**config.mk**
```make
export PLATFORM = sky130hd
export DESIGN_NAME = rate_policy
export DESIGN_NICKNAME = d
export VERILOG_FILES = /design/src/hdl/rate_policy_pkg.sv /design/src/hdl/rate_policy.sv /design/src/hdl/speed_pick.sv
export SDC_FILE = /design/constraint.sdc
export NUM_CORES = 1
export LEC_CHECK = 0
export BUFFER_PORTS_ARGS = -buffer_cell sky130_fd_sc_hd__clkbuf_2
export CAP_MARGIN = 20
export CORE_AREA = 2 2 94 96
export CTS_BUF_LIST = sky130_fd_sc_hd__clkbuf_8
export DETAILED_ROUTE_END_ITERATION = 10
export DIE_AREA = 0 0 96 98
export MAX_ROUTING_LAYER = met4
export PLACE_DENSITY = 0.76
export REMOVE_ABC_BUFFERS = 1
export SETUP_SLACK_MARGIN = 0.05
export SYNTH_ARGS = -nofsm -noshare
export SYNTH_HDL_FRONTEND = slang
export SYNTH_SLANG_ARGS = --single-unit
```
**constraint.sdc**
```tcl
create_clock -name core_clk -period 13.6 [get_ports core_clk]
set_clock_uncertainty 0.15 [all_clocks]
set_input_delay 0.68 -clock core_clk [delete_from_list [all_inputs] [get_ports core_clk]]
set_output_delay 0.68 -clock core_clk [all_outputs]
set_load 0.05 [all_outputs]
```
**src/hdl/rate_policy_pkg.sv**
```systemverilog
package rate_policy_pkg;
  // Register numbers used by the settings command port.
  localparam logic [7:0] REG_FRAME_SIZE   = 8'h69;
  localparam logic [7:0] REG_QUALITY_THR  = 8'h6C;
  localparam logic [7:0] REG_SPEED_MASK   = 8'h6D;
  localparam logic [7:0] REG_HANDSHAKE    = 8'h6E;
  // Values after reset.
  localparam logic [7:0] RST_FRAME_SIZE   = 8'h07;
  localparam logic [7:0] RST_QUALITY_THR  = 8'h00;
  localparam logic [7:0] RST_SPEED_MASK   = 8'h3E;
  localparam logic [7:0] RST_HANDSHAKE    = 8'h02;
  // Field layout and limits.
  localparam int         MASK_LSB         = 1;
  localparam int         NUM_SPEEDS       = 5;
  localparam logic [7:0] FRAME_CODE_MIN   = 8'h04;
  localparam logic [7:0] FRAME_CODE_MAX   = 8'h09;
  localparam logic [7:0] QUALITY_MAX      = 8'h03;
  localparam logic [7:0] HANDSHAKE_MAX    = 8'h02;
  // Speed indices: 0=4800 1=7200 2=9600 3=12000 4=14400.
  localparam logic [2:0] SPD_4800         = 3'h0;
  localparam logic [2:0] SPD_9600         = 3'h2;
  localparam logic [2:0] SPD_12000        = 3'h3;
  localparam logic [2:0] SPD_14400        = 3'h4;
  // Terminal speed codes fixed at connection in sync bridge mode.
  localparam logic [1:0] DTE_9600         = 2'h0;
  localparam logic [1:0] DTE_19200        = 2'h1;
  localparam logic [1:0] DTE_34400        = 2'h2;

  typedef enum logic [1:0] {HS_V32, HS_V32BIS, HS_V32BIS_AUTO} hs_sel_t;
  typedef enum logic [2:0] {
    DTE_ASYNC, DTE_SYNC_ONE, DTE_SYNC_TWO, DTE_SYNC_THREE,
    DTE_CONST_BRIDGE, DTE_CONST_EC, DTE_CONST_PLAIN
  } dte_mode_t;
  typedef enum logic [1:0] {CLK_PRIMARY, CLK_ALTERNATE, CLK_SECONDARY} sync_clk_t;
endpackage

```
**src/hdl/rate_policy.sv**
```systemverilog
`timescale 1ns/100ps
// Carrier speed and re-negotiation policy with its settings registers.
module rate_policy
  import rate_policy_pkg::*;
(
  // Clock and reset
  input  wire logic       core_clk,
  input  wire logic       resetn,
  // Settings command port
  input  wire logic       reg_wr,
  input  wire logic [7:0] reg_num,
  input  wire logic [7:0] reg_wdata,
  output logic [7:0]      reg_rdata,
  // Other command settings
  input  wire logic [2:0] highest_speed_setting,
  input  wire logic       fixed_speed_mode,
  input  wire logic       auto_retrain_option,
  input  wire logic       trellis_control_command,
  input  wire logic [1:0] sync_clock_option,
  input  wire logic [2:0] dte_mode,
  input  wire logic       bsc_in_use,
  input  wire logic       sync_bridge_mode,
  input  wire logic [1:0] dte_speed_code,
  input  wire logic       clamp_option,
  // Events from the line side
  input  wire logic       connect_start,
  input  wire logic       handshake_done,
  input  wire logic       retrain_done,
  input  wire logic       reneg_done,
  input  wire logic       hangup,
  input  wire logic       manual_renegotiate_command,
  input  wire logic       remote_reneg_request,
  input  wire logic [1:0] measured_quality,
  input  wire logic       error_correction_active,
  input  wire logic       frame_errors_high,
  input  wire logic       frame_errors_low,
  // Decisions
  output logic [9:0]      max_frame_bytes,
  output logic            use_v32bis,
  output logic            trellis_enable,
  output logic [2:0]      line_speed,
  output logic [4:0]      offered_speeds,
  output logic            no_v32bis_speed,
  output logic            connect_refused,
  output logic            retrain_req,
  output logic            reneg_req,
  output logic            reneg_answer,
  output logic            clamp_cts_rd,
  output logic            speed_change_allowed
);
  // Call progress: idle, carrier handshake, data, retrain and rate exchange.
  typedef enum logic [2:0] {ST_IDLE, ST_HANDSHAKE, ST_ONLINE, ST_RETRAIN, ST_RENEG} state_t;

  // All state lives in one record: settings, call progress and request pulses.
  typedef struct packed {
    state_t     st;
    logic [7:0] frame_sel;
    logic [7:0] quality_thr;
    logic [7:0] speed_mask;
    logic [7:0] hs_sel;
    logic [2:0] speed;
    logic [2:0] init_speed;
    logic [2:0] cap_speed;
    logic [2:0] target;
    logic       refused;
    logic       retrain_p;
    logic       reneg_p;
    logic       answer_p;
    logic       answering;
    logic [7:0] rdata;
    logic [9:0] frame_bytes;
    logic [4:0] offer;
  } regs_t;

  regs_t q, d;

  // Speed index that a terminal speed supports in sync bridge mode.
  function automatic logic [2:0] bridge_cap(input logic [1:0] code);
    unique case (code)
      DTE_9600:  bridge_cap = SPD_4800;
      DTE_19200: bridge_cap = SPD_12000;
      default:   bridge_cap = SPD_14400;
    endcase
  endfunction

  function automatic logic is_sync(input logic [2:0] m);
    is_sync = (m == DTE_SYNC_ONE) || (m == DTE_SYNC_TWO) || (m == DTE_SYNC_THREE);
  endfunction

  // A synchronous mode clocked from the terminal side ties the line rate to that clock.
  function automatic logic sync_on_alt(input logic [2:0] m, input logic [1:0] c);
    sync_on_alt = is_sync(m) && (c == CLK_ALTERNATE);
  endfunction

  // Constant terminal speed modes buffer the data, so the line rate is free to move.
  function automatic logic is_const(input logic [2:0] m);
    is_const = (m == DTE_CONST_BRIDGE) || (m == DTE_CONST_EC) || (m == DTE_CONST_PLAIN);
  endfunction

  // Modes in which, without error correction, signal quality is the only measure.
  function automatic logic quality_judged(input logic [2:0] m, input logic bsc, input logic [1:0] c);
    quality_judged = (m == DTE_CONST_PLAIN) || ((m == DTE_CONST_BRIDGE) && bsc) ||
                     (is_sync(m) && (c == CLK_PRIMARY));
  endfunction

  // Decisions shared by the state machine and the outputs.
  logic [4:0] enabled;
  logic       bis;
  logic       q_low;
  logic       change_ok;
  logic       auto_ok;
  logic       basis_bad;
  logic       raise_ok;
  logic [2:0] pick_limit;
  logic       pick_found;
  logic [2:0] pick_speed;
  logic [2:0] raise_limit;
  logic [2:0] step_limit;

  // Reserved mask bits are dropped here, so they can never reach a decision.
  assign enabled    = q.speed_mask[MASK_LSB +: NUM_SPEEDS];
  assign bis        = (q.hs_sel != 8'(HS_V32));
  // Threshold 0 means no limit, so quality can never fall below it.
  assign q_low      = bis && (q.quality_thr != 8'h00) &&
                      ({6'h00, measured_quality} < q.quality_thr);
  assign change_ok  = is_const(dte_mode) ||
                      (is_sync(dte_mode) && !sync_on_alt(dte_mode, sync_clock_option));
  // Automatic re-negotiation needs select 2 and a mode whose line rate may move.
  assign auto_ok    = (q.hs_sel == 8'(HS_V32BIS_AUTO)) && (dte_mode != DTE_ASYNC) &&
                      !sync_on_alt(dte_mode, sync_clock_option) &&
                      change_ok;
  // Error correction judges by frame errors, otherwise by quality in the listed modes.
  always_comb begin
    if (error_correction_active) begin
      basis_bad = frame_errors_high;
    end else if (quality_judged(dte_mode, bsc_in_use, sync_clock_option)) begin
      basis_bad = q_low;
    end else begin
      basis_bad = 1'b0;
    end
  end
  // Raising only with error control; never when judged by quality alone.
  assign raise_ok   = error_correction_active && frame_errors_low &&
                      (q.speed < raise_limit);
  assign raise_limit = sync_bridge_mode ?
                       ((q.cap_speed > q.init_speed) ? q.cap_speed : q.init_speed) :
                       SPD_14400;
  // The slowest speed has nothing below it; callers guard against stepping from it.
  assign step_limit = (q.speed == SPD_4800) ? SPD_4800 : 3'(q.speed - 3'h1);

  // The single picker serves the handshake start, step-down and raise.
  // Raising is only looked for online, so a handshake fallback can never climb.
  always_comb begin
    if (q.st == ST_IDLE) begin
      pick_limit = highest_speed_setting;
    end else if ((q.st == ST_ONLINE) && raise_ok && !basis_bad) begin
      pick_limit = raise_limit;
    end else begin
      pick_limit = step_limit;
    end
  end

  // Highest enabled speed at or below the chosen limit.
  speed_pick u_pick (
    .enabled (enabled),
    .limit   (pick_limit),
    .found   (pick_found),
    .speed   (pick_speed)
  );

  always_comb begin
    d = q;
    d.retrain_p = 1'b0;
    d.reneg_p   = 1'b0;
    d.answer_p  = 1'b0;
    // Out-of-range writes are dropped and leave the setting as it was.
    if (reg_wr) begin
      unique case (reg_num)
        REG_FRAME_SIZE: begin
          if ((reg_wdata >= FRAME_CODE_MIN) && (reg_wdata <= FRAME_CODE_MAX)) begin
            d.frame_sel = reg_wdata;
          end
        end
        REG_QUALITY_THR: begin
          if (reg_wdata <= QUALITY_MAX) begin
            d.quality_thr = reg_wdata;
          end
        end
        REG_SPEED_MASK: d.speed_mask = reg_wdata;
        REG_HANDSHAKE: begin
          if (reg_wdata <= HANDSHAKE_MAX) begin
            d.hs_sel = reg_wdata;
          end
        end
        default: ;
      endcase
    end
    // Read data is registered, so it follows the register number by one clock.
    unique case (reg_num)
      REG_FRAME_SIZE:  d.rdata = q.frame_sel;
      REG_QUALITY_THR: d.rdata = q.quality_thr;
      REG_SPEED_MASK:  d.rdata = q.speed_mask;
      REG_HANDSHAKE:   d.rdata = q.hs_sel;
      default:         d.rdata = 8'h00;
    endcase
    // Derived settings are registered with the settings, so they never lag them.
    d.frame_bytes = 10'(10'h001 << d.frame_sel[3:0]);
    d.offer       = d.speed_mask[MASK_LSB +: NUM_SPEEDS];

    // Online events are taken in a fixed order: a hangup first, then a remote request is answered,
    // since ignoring it would leave the far modem waiting; then the manual command;
    // then an automatic retrain on a bad measure; and last an automatic raise.
    // A retrain always comes before any step down, so a passing disturbance does not
    // cost line speed.
    unique case (q.st)
      ST_IDLE: begin
        if (connect_start) begin
          d.refused    = 1'b0;
          d.cap_speed  = bridge_cap(dte_speed_code);
          if (!bis) begin
            // Plain V.32 tops out at 9600.
            d.speed = (highest_speed_setting > SPD_9600) ? SPD_9600 : highest_speed_setting;
            d.st    = ST_HANDSHAKE;
          end else if (fixed_speed_mode) begin
            if ((highest_speed_setting <= SPD_14400) && enabled[highest_speed_setting]) begin
              d.speed = highest_speed_setting;
              d.st    = ST_HANDSHAKE;
            end else begin
              d.refused = 1'b1;
            end
          end else if (pick_found) begin
            d.speed = pick_speed;
            d.st    = ST_HANDSHAKE;
          end else begin
            // No enabled speed at or below the highest setting: report and stay idle.
            d.refused = 1'b1;
          end
        end
      end
      // Each cycle of poor quality steps one enabled speed lower, down to the floor.
      ST_HANDSHAKE: begin
        if (hangup) begin
          d.st = ST_IDLE;
        end else if (q_low && !fixed_speed_mode && pick_found && (q.speed != SPD_4800)) begin
          d.speed = pick_speed;
        end else if (handshake_done) begin
          d.init_speed = q.speed;
          d.st         = ST_ONLINE;
        end
      end
      ST_ONLINE: begin
        if (hangup) begin
          d.st = ST_IDLE;
        end else if (remote_reneg_request && bis) begin
          // The far modem picks from our offer; the target is the current speed, so it stands after the exchange too.
          d.answer_p  = 1'b1;
          d.answering = 1'b1;
          d.target    = q.speed;
          d.st        = ST_RENEG;
        end else if (manual_renegotiate_command && bis) begin
          d.reneg_p   = 1'b1;
          d.answering = 1'b0;
          d.target    = q.speed;
          d.st        = ST_RENEG;
        end else if (basis_bad && bis && (auto_retrain_option || auto_ok)) begin
          d.retrain_p = 1'b1;
          d.st        = ST_RETRAIN;
        end else if (raise_ok && auto_ok && pick_found && (pick_speed > q.speed)) begin
          // Only a strictly faster enabled speed is worth an exchange.
          d.reneg_p   = 1'b1;
          d.answering = 1'b0;
          d.target    = pick_speed;
          d.st        = ST_RENEG;
        end
      end
      ST_RETRAIN: begin
        if (hangup) begin
          d.st = ST_IDLE;
        end else if (retrain_done) begin
          // Still bad after the retrain: re-negotiate one enabled speed lower.
          if (basis_bad && auto_ok && pick_found && (q.speed != SPD_4800)) begin
            d.reneg_p   = 1'b1;
            d.answering = 1'b0;
            d.target    = pick_speed;
            d.st        = ST_RENEG;
          end else begin
            d.st = ST_ONLINE;
          end
        end
      end
      ST_RENEG: begin
        if (hangup) begin
          d.st = ST_IDLE;
        end else if (reneg_done) begin
          d.speed = q.target;
          d.st    = ST_ONLINE;
        end
      end
      default: d.st = ST_IDLE;
    endcase
    // Where the terminal clock fixes the line rate, a finished exchange keeps the old speed.
    if (!speed_change_allowed && (q.st != ST_IDLE) && (q.st != ST_HANDSHAKE)) begin
      d.speed = q.speed;
    end
  end

  always_ff @(posedge core_clk) begin
    // Settings return to their defaults and the call state is cleared.
    if (!resetn) begin
      q             <= '0;
      q.st          <= ST_IDLE;
      q.frame_sel   <= RST_FRAME_SIZE;
      q.quality_thr <= RST_QUALITY_THR;
      q.speed_mask  <= RST_SPEED_MASK;
      q.hs_sel      <= RST_HANDSHAKE;
      q.frame_bytes <= 10'(10'h001 << RST_FRAME_SIZE[3:0]);
      q.offer       <= RST_SPEED_MASK[MASK_LSB +: NUM_SPEEDS];
    end else begin
      q <= d;
    end
  end

  // Settings seen from outside.
  assign max_frame_bytes      = q.frame_bytes;
  assign use_v32bis           = bis;
  assign trellis_enable       = bis | trellis_control_command;
  assign reg_rdata            = q.rdata;

  // Speed in use and the offer made to the far modem.
  assign line_speed           = q.speed;
  assign offered_speeds       = q.offer;
  assign no_v32bis_speed      = (enabled == 5'h00);
  assign connect_refused      = q.refused;

  // Request pulses toward the line side.
  assign retrain_req          = q.retrain_p;
  assign reneg_req            = q.reneg_p;
  assign reneg_answer         = q.answer_p;

  // Terminal-side effects.
  assign clamp_cts_rd         = clamp_option && ((q.st == ST_RETRAIN) || (q.st == ST_RENEG));
  assign speed_change_allowed = change_ok;
endmodule

```
**src/hdl/speed_pick.sv**
```systemverilog
`timescale 1ns/100ps
// Picks the highest enabled speed at or below a limit.
module speed_pick
  import rate_policy_pkg::*;
(
  // Query
  input  wire logic [4:0] enabled,
  input  wire logic [2:0] limit,
  // Result
  output logic            found,
  output logic [2:0]      speed
);
  always_comb begin
    found = 1'b0;
    speed = SPD_4800;
    for (int i = 0; i < NUM_SPEEDS; i++) begin
      if (enabled[i] && (3'(i) <= limit)) begin
        found = 1'b1;
        speed = 3'(i);
      end
    end
  end
endmodule

```
==> results.tsv, run 1 <==
stage	metric	value	unit
place	HPWL after detailed placement	8.134	mm
sta	RSZ-0062 raised after global routing	no	
finish	register area	0.001361	sq mm
floorplan	I/O pin count	82	
sta	Setup-failing EPs final	0	
setup_path	Critical Path Start	q[35]	
routing	total routed wirelength	10.91	mm
finish	commonest non-fill, non-tap cell in the layout	clkbuf_2	
global_route	Total GRT Usage	0.2401	
yosys	Yosys cell types	67	
finish	Multi-input gate area	0.002417	sq mm
global_route	largest net degree at the start of global routing	34	
sta	Sum Neg Setup Slack	0	ps
setup_path	CP Data Required Time	13710	ps
clocking	clk sinks	68	
finish	Fillers	799	
floorplan	die footprint	0.009408	sq mm
setup_path	critical path class	register to register	
yosys	Mapped Cells	513	
routing	DRC viols	0	
floorplan	die width	96	microns
finish	Antenna Cells	0	
yosys	Mapped Area	0.004145	sq mm
clocking	deepest clock path buffer count	2	
setup_path	WP data arrival	5770	ps
yosys	post-synthesis sequential area ratio	0.3284	
global_route	vias in the first global route	3622	
clocking	total CTS buffers	9	
setup_path	Worst R2R End	q[29]	
clocking	H-tree depth	3	
finish	commonest non-fill, non-tap cells in the layout	clkbuf_2 (81), dfxtp_1 (68), nor2_1 (56)	
clocking	Post-CTS Setup Inserts	0	
clocking	insertion delay to the later sink of the worst-skew pair	350	ps
sta	max_slew headroom	0.4374	
min_path	worst hold path type	register to register	
sta	final worst hold slack	322.8	ps
power	leakage	1.992	nW
clocking	Worst-path clk slew	90	ps
sta	max-slew violations	0	
finish	Final nets	618	
routing	Pre-antenna DRT Iters	7	
floorplan	number of core rows	34	
floorplan	Core ar.	0.008466	sq mm
yosys	Avg Cell Area, Syn	8.080	sq um
floorplan	Starting Density	0.4897	
run_status	outcome	completed	
job	max-cap violations	0	
setup_path	crit end category	register	
setup_path	r2r setup slk	7940	ps
global_route	initial antenna violation count	0	
clocking	hold_buf cts	0	
clocking	CTS tree	built	
sta	Tmin final	5659	ps
finish	design area	0.004596	sq mm
sta	final hold violation count	0	
yosys	#FFs+latches synth	68	
yosys	Post-synth EDFFs	0	
global_route	total gr overflow	0	
place	port bufs	81	
place	cell area after placement	0.004419	sq mm
finish	share of cells above drive strength 1	0.2177	
floorplan	Die Y	98	microns
setup_path	FF-to-FF Start	q[35]	
finish	area grow syn2layout	10.87	%
setup_path	R2R cell count	26	
yosys	Top FF cell, synth	dfxtp_1	
setup_path	crit-path max FO	7	
routing	ANT nets after route	0	
setup_path	Critical Path Start Type	register	
routing	DR iter-0 viols	208	
sta	maximum clock rate	176.7	MHz
setup_path	Critical Path Sink	q[29]	
routing	Via density	5.832	
sta	ratio of final minimum period to clock period	0.4161	
power	VDD IR max	46.06	uV
yosys	ys async rst share	0	
power	pwr/cell area	132.6	mW/mm^2
global_route	first-pass GRT wire length	17.36	mm
yosys	synth warn	0	
routing	wire per inst	16.21	microns
clocking	clock root cell	clkbuf_8	
clocking	CTS resizes	0	
place	Final GP Congestion	0.9954	
sta	Slew @ Worst Pin	842.9	ps
routing	DR vias	3925	
## how the worst min path moves through the flow
stage / to / slack [ps] / start / cells past startpoint
detailed placement: q[55] / 310 / q[55] / 2
floorplan: q[48] / 290 / q[48] / 2
global route: q[69] / 350 / q[69] / 1
finish: q[55] / 320 / q[55] / 2
CTS: q[55] / 320 / q[55] / 2
global placement: q[55] / 300 / q[55] / 2
## per-layer routing
| layer | GRT usage | up-vias | part of all wire | wire (microns) |
|---|---|---|---|---|
| met5 | - | - | 0 | 0 |
| met4 | 0.08022 | 0 | 0.017 | 189 |
| met3 | 0.03009 | 18 | 0.060 | 655 |
| met2 | 0.3782 | 149 | 0.48 | 5210 |
| met1 | 0.3164 | 1853 | 0.44 | 4855 |
| li1 | - | 1905 | - | - |
## sequential cells by signal, summed over array words and instances (netlist names)
signal           cells
connect_refused      1
line_speed           3
retrain_req          1
reneg_answer         1
reg_rdata            8
max_frame_bytes     10
reneg_req            1
enabled              5
q                   38
## through the flow
stage / instances / setup slack (ps) / util / power, W
after floorplan: 466 / 8700 / - / 0.0003884
after CTS: 673 / 7970 / 0.5429 / 0.0006065
after global routing: 673 / 7656 / 0.5429 / 0.0006398
after global placement: 657 / 8356 / 0.5220 / 0.0004457
final: 673 / 7941 / 0.5429 / 0.0006094
after detailed placement: 657 / 8071 / 0.5220 / 0.0004545
## critical path, stage by stage, from the launching register on
cell and delay [ps]:
dfxtp_1 390, inv_1 60, ha_1 300, nor2b_4 150, o311a_4 340, o211ai_1 240, inv_1 80, ha_1 300
a21oi_1 180, nand4_1 170, mux2i_4 210, o211ai_4 140, mux2i_1 270, o21ai_2 150, or4_1 520, a31oi_1 330
inv_1 80, ha_1 180, inv_1 50, a21o_1 110, a21oi_1 70, a31oi_1 150, o21ai_0 220, o21ai_0 220
a31o_2 200, a21oi_1 80, a311oi_1 250
## synth_stat cells, types with 3 or more instances
library cell,number,area share
mux2i_1,30,0.072
a311oi_1,4,0.0085
buf_4,26,0.047
a31o_2,3,0.0063
nor3b_1,7,0.013
o211ai_1,8,0.014
o21ai_1,3,0.0036
and2_1,11,0.017
or4_1,4,0.0072
and3_1,14,0.021
a22oi_1,3,0.0054
nor2_1,56,0.051
ha_1,11,0.033
or3_1,5,0.0075
or2_2,3,0.0045
nand3b_1,3,0.0054
nand2_1,53,0.048
dfxtp_1,68,0.33
nor3_1,15,0.018
nand3_1,16,0.019
o21ai_0,14,0.017
o22a_1,10,0.021
a211oi_1,3,0.0054
nor4_1,6,0.0091
a31oi_1,7,0.011
clkbuf_1,19,0.017
a21o_1,3,0.0054
a21boi_0,3,0.0054
nand2b_1,7,0.011
inv_1,20,0.018
a21oi_1,30,0.036
nor2b_1,6,0.0091
## logic make-up after synthesis
family                   count (synthesis)  share of synthesized area
multiplexers                            34                    0.08693
AO/OA/AOI/OAI                          114                     0.1977
AND/OR/NAND/NOR                        217                     0.2653
flip-flops                              68                     0.3284
adder cells (fa/ha/maj)                 11                    0.03320
buffers and inverters                   69                    0.08844
## where the power goes
part	switching (W)	internal [W]
sequential	0.0000197	0.000207
combinational	0.000141	0.0000889
clock	0.0000858	0.0000670
## cell type report
type / count / share of cell area
multi-input cells: 376 / 0.5260
flip-flops and latches: 68 / 0.2962
repair buffers: 83 / 0.09148
well taps: 108 / 0.02940
clock buffers: 9 / 0.02695
inverters: 22 / 0.01851
clock inverters: 7 / 0.01143
(Power assumes the default switching activity.)
==> run 2, diff against run 1 <==
- clock period: 13.6 -> 5.62 ns (I/O delays scaled with it)
==> results.tsv, run 2 (synthesis gave the netlist of run 1 again) <==
stage	metric	value	unit	change
finish	area grow syn2layout	13.04	%	was 10.87%
sta	Setup-failing EPs final	0		unchanged
clocking	insertion delay to the later sink of the worst-skew pair	360	ps	was 350 ps
run_status	outcome	completed		unchanged
power	VDD IR max	139.0	uV	was 46.06 uV
routing	ANT nets after route	0		unchanged
routing	met1 wire length	4.961	mm	was 4.855 mm
sta	Sum Neg Setup Slack	0	ps	unchanged
routing	DR iter-0 viols	253		was 208
floorplan	die footprint	0.009408	sq mm	unchanged
floorplan	Core ar.	0.008466	sq mm	unchanged
sta	Tmin final	5351	ps	was 5659 ps
sta	max-slew violations	0		unchanged
finish	Largest Register	q		unchanged
global_route	total gr overflow	0		unchanged
clocking	H-tree depth	3		unchanged
setup_path	Critical Path Start Type	register		unchanged
global_route	initial antenna violation count	0		unchanged
global_route	vias in the first global route	3604		was 3622
floorplan	I/O pin count	82		unchanged
setup_path	slowest stage delay, CP	550	ps	was 520 ps
sta	Slew @ Worst Pin	794.6	ps	was 842.9 ps
power	leakage	2.022	nW	was 1.992 nW
floorplan	number of core rows	34		unchanged
sta	maximum clock rate	186.9	MHz	was 176.7 MHz
setup_path	crit end category	register		unchanged
min_path	Hold Crit Start	reg_wdata[6]		was q[55]
job	max-cap violations	0		unchanged
sta	ratio of final minimum period to clock period	0.9521		was 0.4161
finish	Fillers	804		was 799
setup_path	critical path class	register to register		unchanged
floorplan	Starting Density	0.4897		unchanged
clocking	total CTS buffers	9		unchanged
power	Switching Fraction	0.3971		was 0.4046
setup_path	crit-path max FO	7		unchanged
sta	final hold violation count	0		unchanged
finish	commonest non-fill, non-tap cells in the layout	clkbuf_2 (81), dfxtp_1 (66), nor2_1 (56)		was clkbuf_2 (81), dfxtp_1 (68), nor2_1 (56)
sta	max_slew headroom	0.4697		was 0.4374
floorplan	Die Y	98	microns	unchanged
finish	Multi-input gate area	0.002456	sq mm	was 0.002417 sq mm
global_route	first-pass GRT wire length	17.42	mm	was 17.36 mm
place	Final GP Congestion	0.9953		was 0.9954
power	pwr/cell area	334.9	mW/mm^2	was 132.6 mW/mm^2
setup_path	Critical Path Start	q[35]		unchanged
routing	DR vias	3890		was 3925
clocking	clock root cell	clkbuf_8		unchanged
power	Comb pwr share	0.375		was 0.377
finish	commonest non-fill, non-tap cell in the layout	clkbuf_2		unchanged
min_path	worst hold path type	primary input to register		was register to register
clocking	deepest clock path buffer count	2		unchanged
routing	Pre-antenna DRT Iters	5		was 7
setup_path	cell repeated most along the worst path	inv_1		unchanged
finish	max reg flops	38		unchanged
routing	DRC viols	0		unchanged
clocking	CTS tree	built		unchanged
global_route	Total GRT Usage	0.2407		was 0.2401
power	clock network power share	0.275		was 0.251
power	NetSw	0.0006231	W	was 0.0002465 W
clocking	clk sinks	68		unchanged
finish	final cell utilization of the core	0.5535		was 0.5429
finish	Antenna Cells	0		unchanged
place	HPWL after detailed placement	8.115	mm	was 8.134 mm
finish	Final nets	620		was 618
finish	share of cells above drive strength 1	0.2328		was 0.2177
sta	RSZ-0062 raised after global routing	yes		was no
floorplan	die width	96	microns	unchanged
global_route	largest net degree at the start of global routing	34		unchanged
routing	total routed wirelength	10.98	mm	was 10.91 mm
routing	wire per inst	16.26	microns	was 16.21 microns
finish	register area	0.001364	sq mm	was 0.001361 sq mm
routing	metal2 WL	5.279	mm	was 5.210 mm
setup_path	WP data arrival	5470	ps	was 5770 ps
power	Power Internal	0.0009461	W	was 0.0003628 W
routing	Top Metal Used	met4		unchanged
setup_path	CP Data Required Time	5740	ps	was 13710 ps
setup_path	slowest CP cell	or4_4		was or4_1
setup_path	FF-to-FF Start	q[35]		unchanged
power	register share of total power	0.350		was 0.372
place	port bufs	81		unchanged
routing	Via density	5.763		was 5.832
routing	metal3 WL	630	microns	was 655 microns
clocking	Worst-path clk slew	90	ps	about the same
==> run 2: cell types whose count changed in the layout (fill, tap and decap cells not counted), moves of 2 or more <==
cell,before,now
dfxtp_2,0,2
clkinvlp_4,3,1
o21ai_0,14,12
dfxtp_1,68,66
==> run 2: stage by stage <==
step                instances  area (sq um)  total power (W)  hold slack [ps]  setup WS [ps]
CTS                       674          4643         0.001531            6.466          72.98
detailed placement        657          4419         0.001098            305.4          90.50
floorplan                 466          3864        0.0009400            202.8          720.3
global placement          657          4419         0.001079            299.4          376.0
global route              675          4686         0.001646            22.79          50.68
finish                    675          4686         0.001569            14.45          269.4
==> run 2: power by group through the flow <==
stage          registers [W]  clock network, W  logic (W)
2_1_floorplan       0.000581                 0   0.000359
3_3_place_gp        0.000556                 0   0.000522
3_5_place_dp        0.000557                 0   0.000541
4_1_cts             0.000546          0.000436   0.000550
5_1_grt             0.000554          0.000458   0.000634
6_report            0.000549          0.000432   0.000588
==> run 2: worst paths after layout <==
| path | cells past startpoint | endpoint | slack [ps] |
|---|---|---|---|
| setup / recovery | 25 | reneg_req | 270 |
| hold reg to reg | 2 | q[55] | 330 |
| hold / removal | 3 | q[54] | 10 |
| setup reg to reg | 25 | reneg_req | 270 |
==> run 2: metal layers <==
metal / vias to the layer above / GRT usage
li1: 1911 / -
met1: 1831 / 0.3212
met2: 134 / 0.3755
met3: 14 / 0.03781
met4: 0 / 0.06813
met5: - / -
==> run 2: cell type report <==
type,instances,share of cell area
clock buffer,9,0.02644
clock inverter,7,0.01789
inverter,22,0.01816
multi-input combinational,376,0.5242
sequential,68,0.2911
tap,108,0.02884
timing repair buffer,85,0.09346
==> run 2: timing repair <==
| action | 4_1_cts | 5_1_grt |
|---|---|---|
| hold buffers | 1 | 0 |
| cloned | 0 | 0 |
| pin swaps | 0 | 2 |
| resized for setup | 1 | 10 |
| setup buffers | 0 | 1 |
| endpoints found under the setup margin | 1 | 7 |
| hold endpoints to repair | 1 | 0 |
==> run 2: worst max-delay path: cells and delay by family (launching register included) <==
kind | cells | cell delay (ps)
compound gates | 12 | 2290
simple gates | 4 | 980
fa+ha+maj | 3 | 760
mux | 2 | 470
flops | 1 | 360
buf+inv | 4 | 230
==> run 3, diff against run 2 <==
- CORE_AREA: 2 2 94 96 -> 2 2 121 123
- DIE_AREA: 0 0 96 98 -> 0 0 123 125
- PLACE_DENSITY: 0.76 -> 0.51
- clock period: 5.62 -> 5.75 ns (I/O delays scaled with it)
==> results.tsv, run 3 (synthesis gave the netlist of run 1 again) <==
stage	metric	value	unit	change
finish	final cell utilization of the core	0.3365		was 0.5535
routing	Pre-antenna DRT Iters	4		was 5
sta	maximum clock rate	186.7	MHz	was 186.9 MHz
min_path	worst hold path type	primary input to register		unchanged
finish	design area	0.004780	sq mm	was 0.004686 sq mm
setup_path	cell repeated most along the worst path	inv_1		unchanged
clocking	Worst-path clk slew	80	ps	was 90 ps
sta	max-slew violations	0		unchanged
sta	final hold violation count	0		unchanged
finish	max reg flops	38		unchanged
finish	Final nets	622		was 620
floorplan	number of core rows	44		was 34
min_path	hold worst-path end	q[55]		was q[54]
routing	Via density	5.127		was 5.763
min_path	Worst Hold Path Cells	3		unchanged
setup_path	sum of buffers and inverters on the critical path	4		unchanged
floorplan	die width	123	microns	was 96 microns
sta	Sum Neg Setup Slack	0	ps	unchanged
sta	ratio of final minimum period to clock period	0.9316		was 0.9521
finish	area grow syn2layout	15.30	%	was 13.04%
min_path	Hold Crit Start	reg_wdata[7]		was reg_wdata[6]
power	Tot Pwr	0.001514	W	was 0.001569 W
setup_path	crit-path max FO	7		unchanged
setup_path	critical path class	register to register		unchanged
routing	DR vias	3861		was 3890
setup_path	r2r setup slk	390	ps	was 270 ps
finish	Multi-input gate area	0.002447	sq mm	was 0.002456 sq mm
floorplan	I/O pin count	82		unchanged
setup_path	FF-to-FF Start	q[35]		unchanged
sta	Setup-failing EPs final	0		unchanged
clocking	deepest clock path buffer count	2		unchanged
global_route	first-pass GRT wire length	19.67	mm	was 17.42 mm
power	VDD IR max	116.3	uV	was 139.0 uV
power	leakage	2.028	nW	was 2.022 nW
floorplan	Starting Density	0.2918		was 0.4897
sta	Tmin final	5357	ps	was 5351 ps
global_route	largest net degree at the start of global routing	34		unchanged
setup_path	crit end category	register		unchanged
setup_path	slowest CP cell	or4_4		unchanged
finish	Antenna Cells	0		unchanged
setup_path	CP Data Required Time	5860	ps	was 5740 ps
clocking	insertion delay to the later sink of the worst-skew pair	360	ps	about the same
clocking	total CTS buffers	9		unchanged
sta	RSZ-0062 raised after global routing	no		was yes
finish	Fillers	1511		was 804
power	pwr/cell area	316.8	mW/mm^2	was 334.9 mW/mm^2
setup_path	cell family with most CP delay	compound AO/OA/AOI/OAI gates		unchanged
setup_path	R2R cell count	26		was 25
global_route	initial antenna violation count	0		unchanged
finish	commonest non-fill, non-tap cell in the layout	clkbuf_2		unchanged
global_route	vias in the first global route	3803		was 3604
routing	DRC viols	0		unchanged
clocking	clk sinks	68		unchanged
floorplan	die footprint	0.01538	sq mm	was 0.009408 sq mm
job	max-cap violations	0		unchanged
place	cell area after placement	0.004522	sq mm	was 0.004419 sq mm
global_route	total gr overflow	0		unchanged
setup_path	Critical Path Start Type	register		unchanged
place	port bufs	81		unchanged
routing	wire per inst	16.18	microns	was 16.26 microns
routing	DR iter-0 viols	312		was 253
setup_path	Worst R2R End	q[29]		was reneg_req
finish	Largest Register	q		unchanged
place	HPWL after detailed placement	9.175	mm	was 8.115 mm
sta	max_slew headroom	0.5523		was 0.4697
run_status	outcome	completed		unchanged
place	Final GP Congestion	0.9518		was 0.9953
setup_path	WP data arrival	5470	ps	about the same
finish	register area	0.001364	sq mm	unchanged
routing	ANT nets after route	0		unchanged
global_route	Total GRT Usage	0.1678		was 0.2407
floorplan	Core ar.	0.01420	sq mm	was 0.008466 sq mm
routing	total routed wirelength	12.18	mm	was 10.98 mm
floorplan	Die Y	125	microns	was 98 microns
finish	share of cells above drive strength 1	0.2337		was 0.2328
sta	Slew @ Worst Pin	671.5	ps	was 794.6 ps
clocking	CTS tree	built		unchanged
finish	commonest non-fill, non-tap cells in the layout	clkbuf_2 (81), dfxtp_1 (66), nor2_1 (56)		unchanged
clocking	clock root cell	clkbuf_8		unchanged
setup_path	slowest stage delay, CP	560	ps	was 550 ps
clocking	H-tree depth	3		unchanged
run 3: how the worst max path moves through the flow:
stage | start | end | slack [ps] | cells past startpoint
after floorplan | q[35] | q[29] | 850 | 26
after global placement | q[35] | q[29] | 460 | 26
after detailed placement | q[35] | q[29] | 230 | 26
after CTS | q[35] | q[29] | 170 | 26
after global routing | q[35] | q[29] | 20 | 26
final | q[35] | q[29] | 390 | 26
run 3: power breakdown:
group	switching [W]	total, W	internal, W
combinational	0.000345	0.000568	0.000223
sequential	0.0000477	0.000537	0.000490
clock	0.000207	0.000409	0.000202
total	0.000599	0.00151	0.000915
run 3: area by class of cell:
| type | instances | area share |
|---|---|---|
| Multi-Input combinational cell | 376 | 0.5120 |
| Timing Repair Buffer | 87 | 0.09476 |
| Clock buffer | 9 | 0.02592 |
| Sequential cell | 68 | 0.2853 |
| Inverter | 22 | 0.01780 |
| Tap cell | 184 | 0.04817 |
| Clock inverter | 7 | 0.01597 |
run 3: worst min-delay path: stages:
cell      delay [ps]
clkbuf_2          90
nand2_1           60
a21oi_1           60
run 3: per-stage QoR:
| stage | setup slack [ps] | hold slack [ps] | std cells |
|---|---|---|---|
| floorplan | 850.3 | 209.3 | 466 |
| global placement | 455.7 | 299.8 | 734 |
| detailed placement | 225.4 | 305.9 | 734 |
| CTS | 174.2 | 12.13 | 751 |
| global route | 18.96 | 25.18 | 753 |
| finish | 393.0 | 28.56 | 753 |
run 3: what timing repair did:
item,4_1_cts,5_1_grt
endpoints found under the setup margin,0,7
hold endpoints to repair,1,0
gates resized for setup,0,9
setup buffers,0,2
hold buffers,1,0
run 3: per-layer routing:
metal | global-route usage | vias up | share of wire
met5 | - | - | 0
met4 | 0.04479 | 0 | 0.015
met3 | 0.03969 | 14 | 0.063
met2 | 0.2610 | 125 | 0.47
met1 | 0.2179 | 1802 | 0.46
li1 | - | 1920 | -
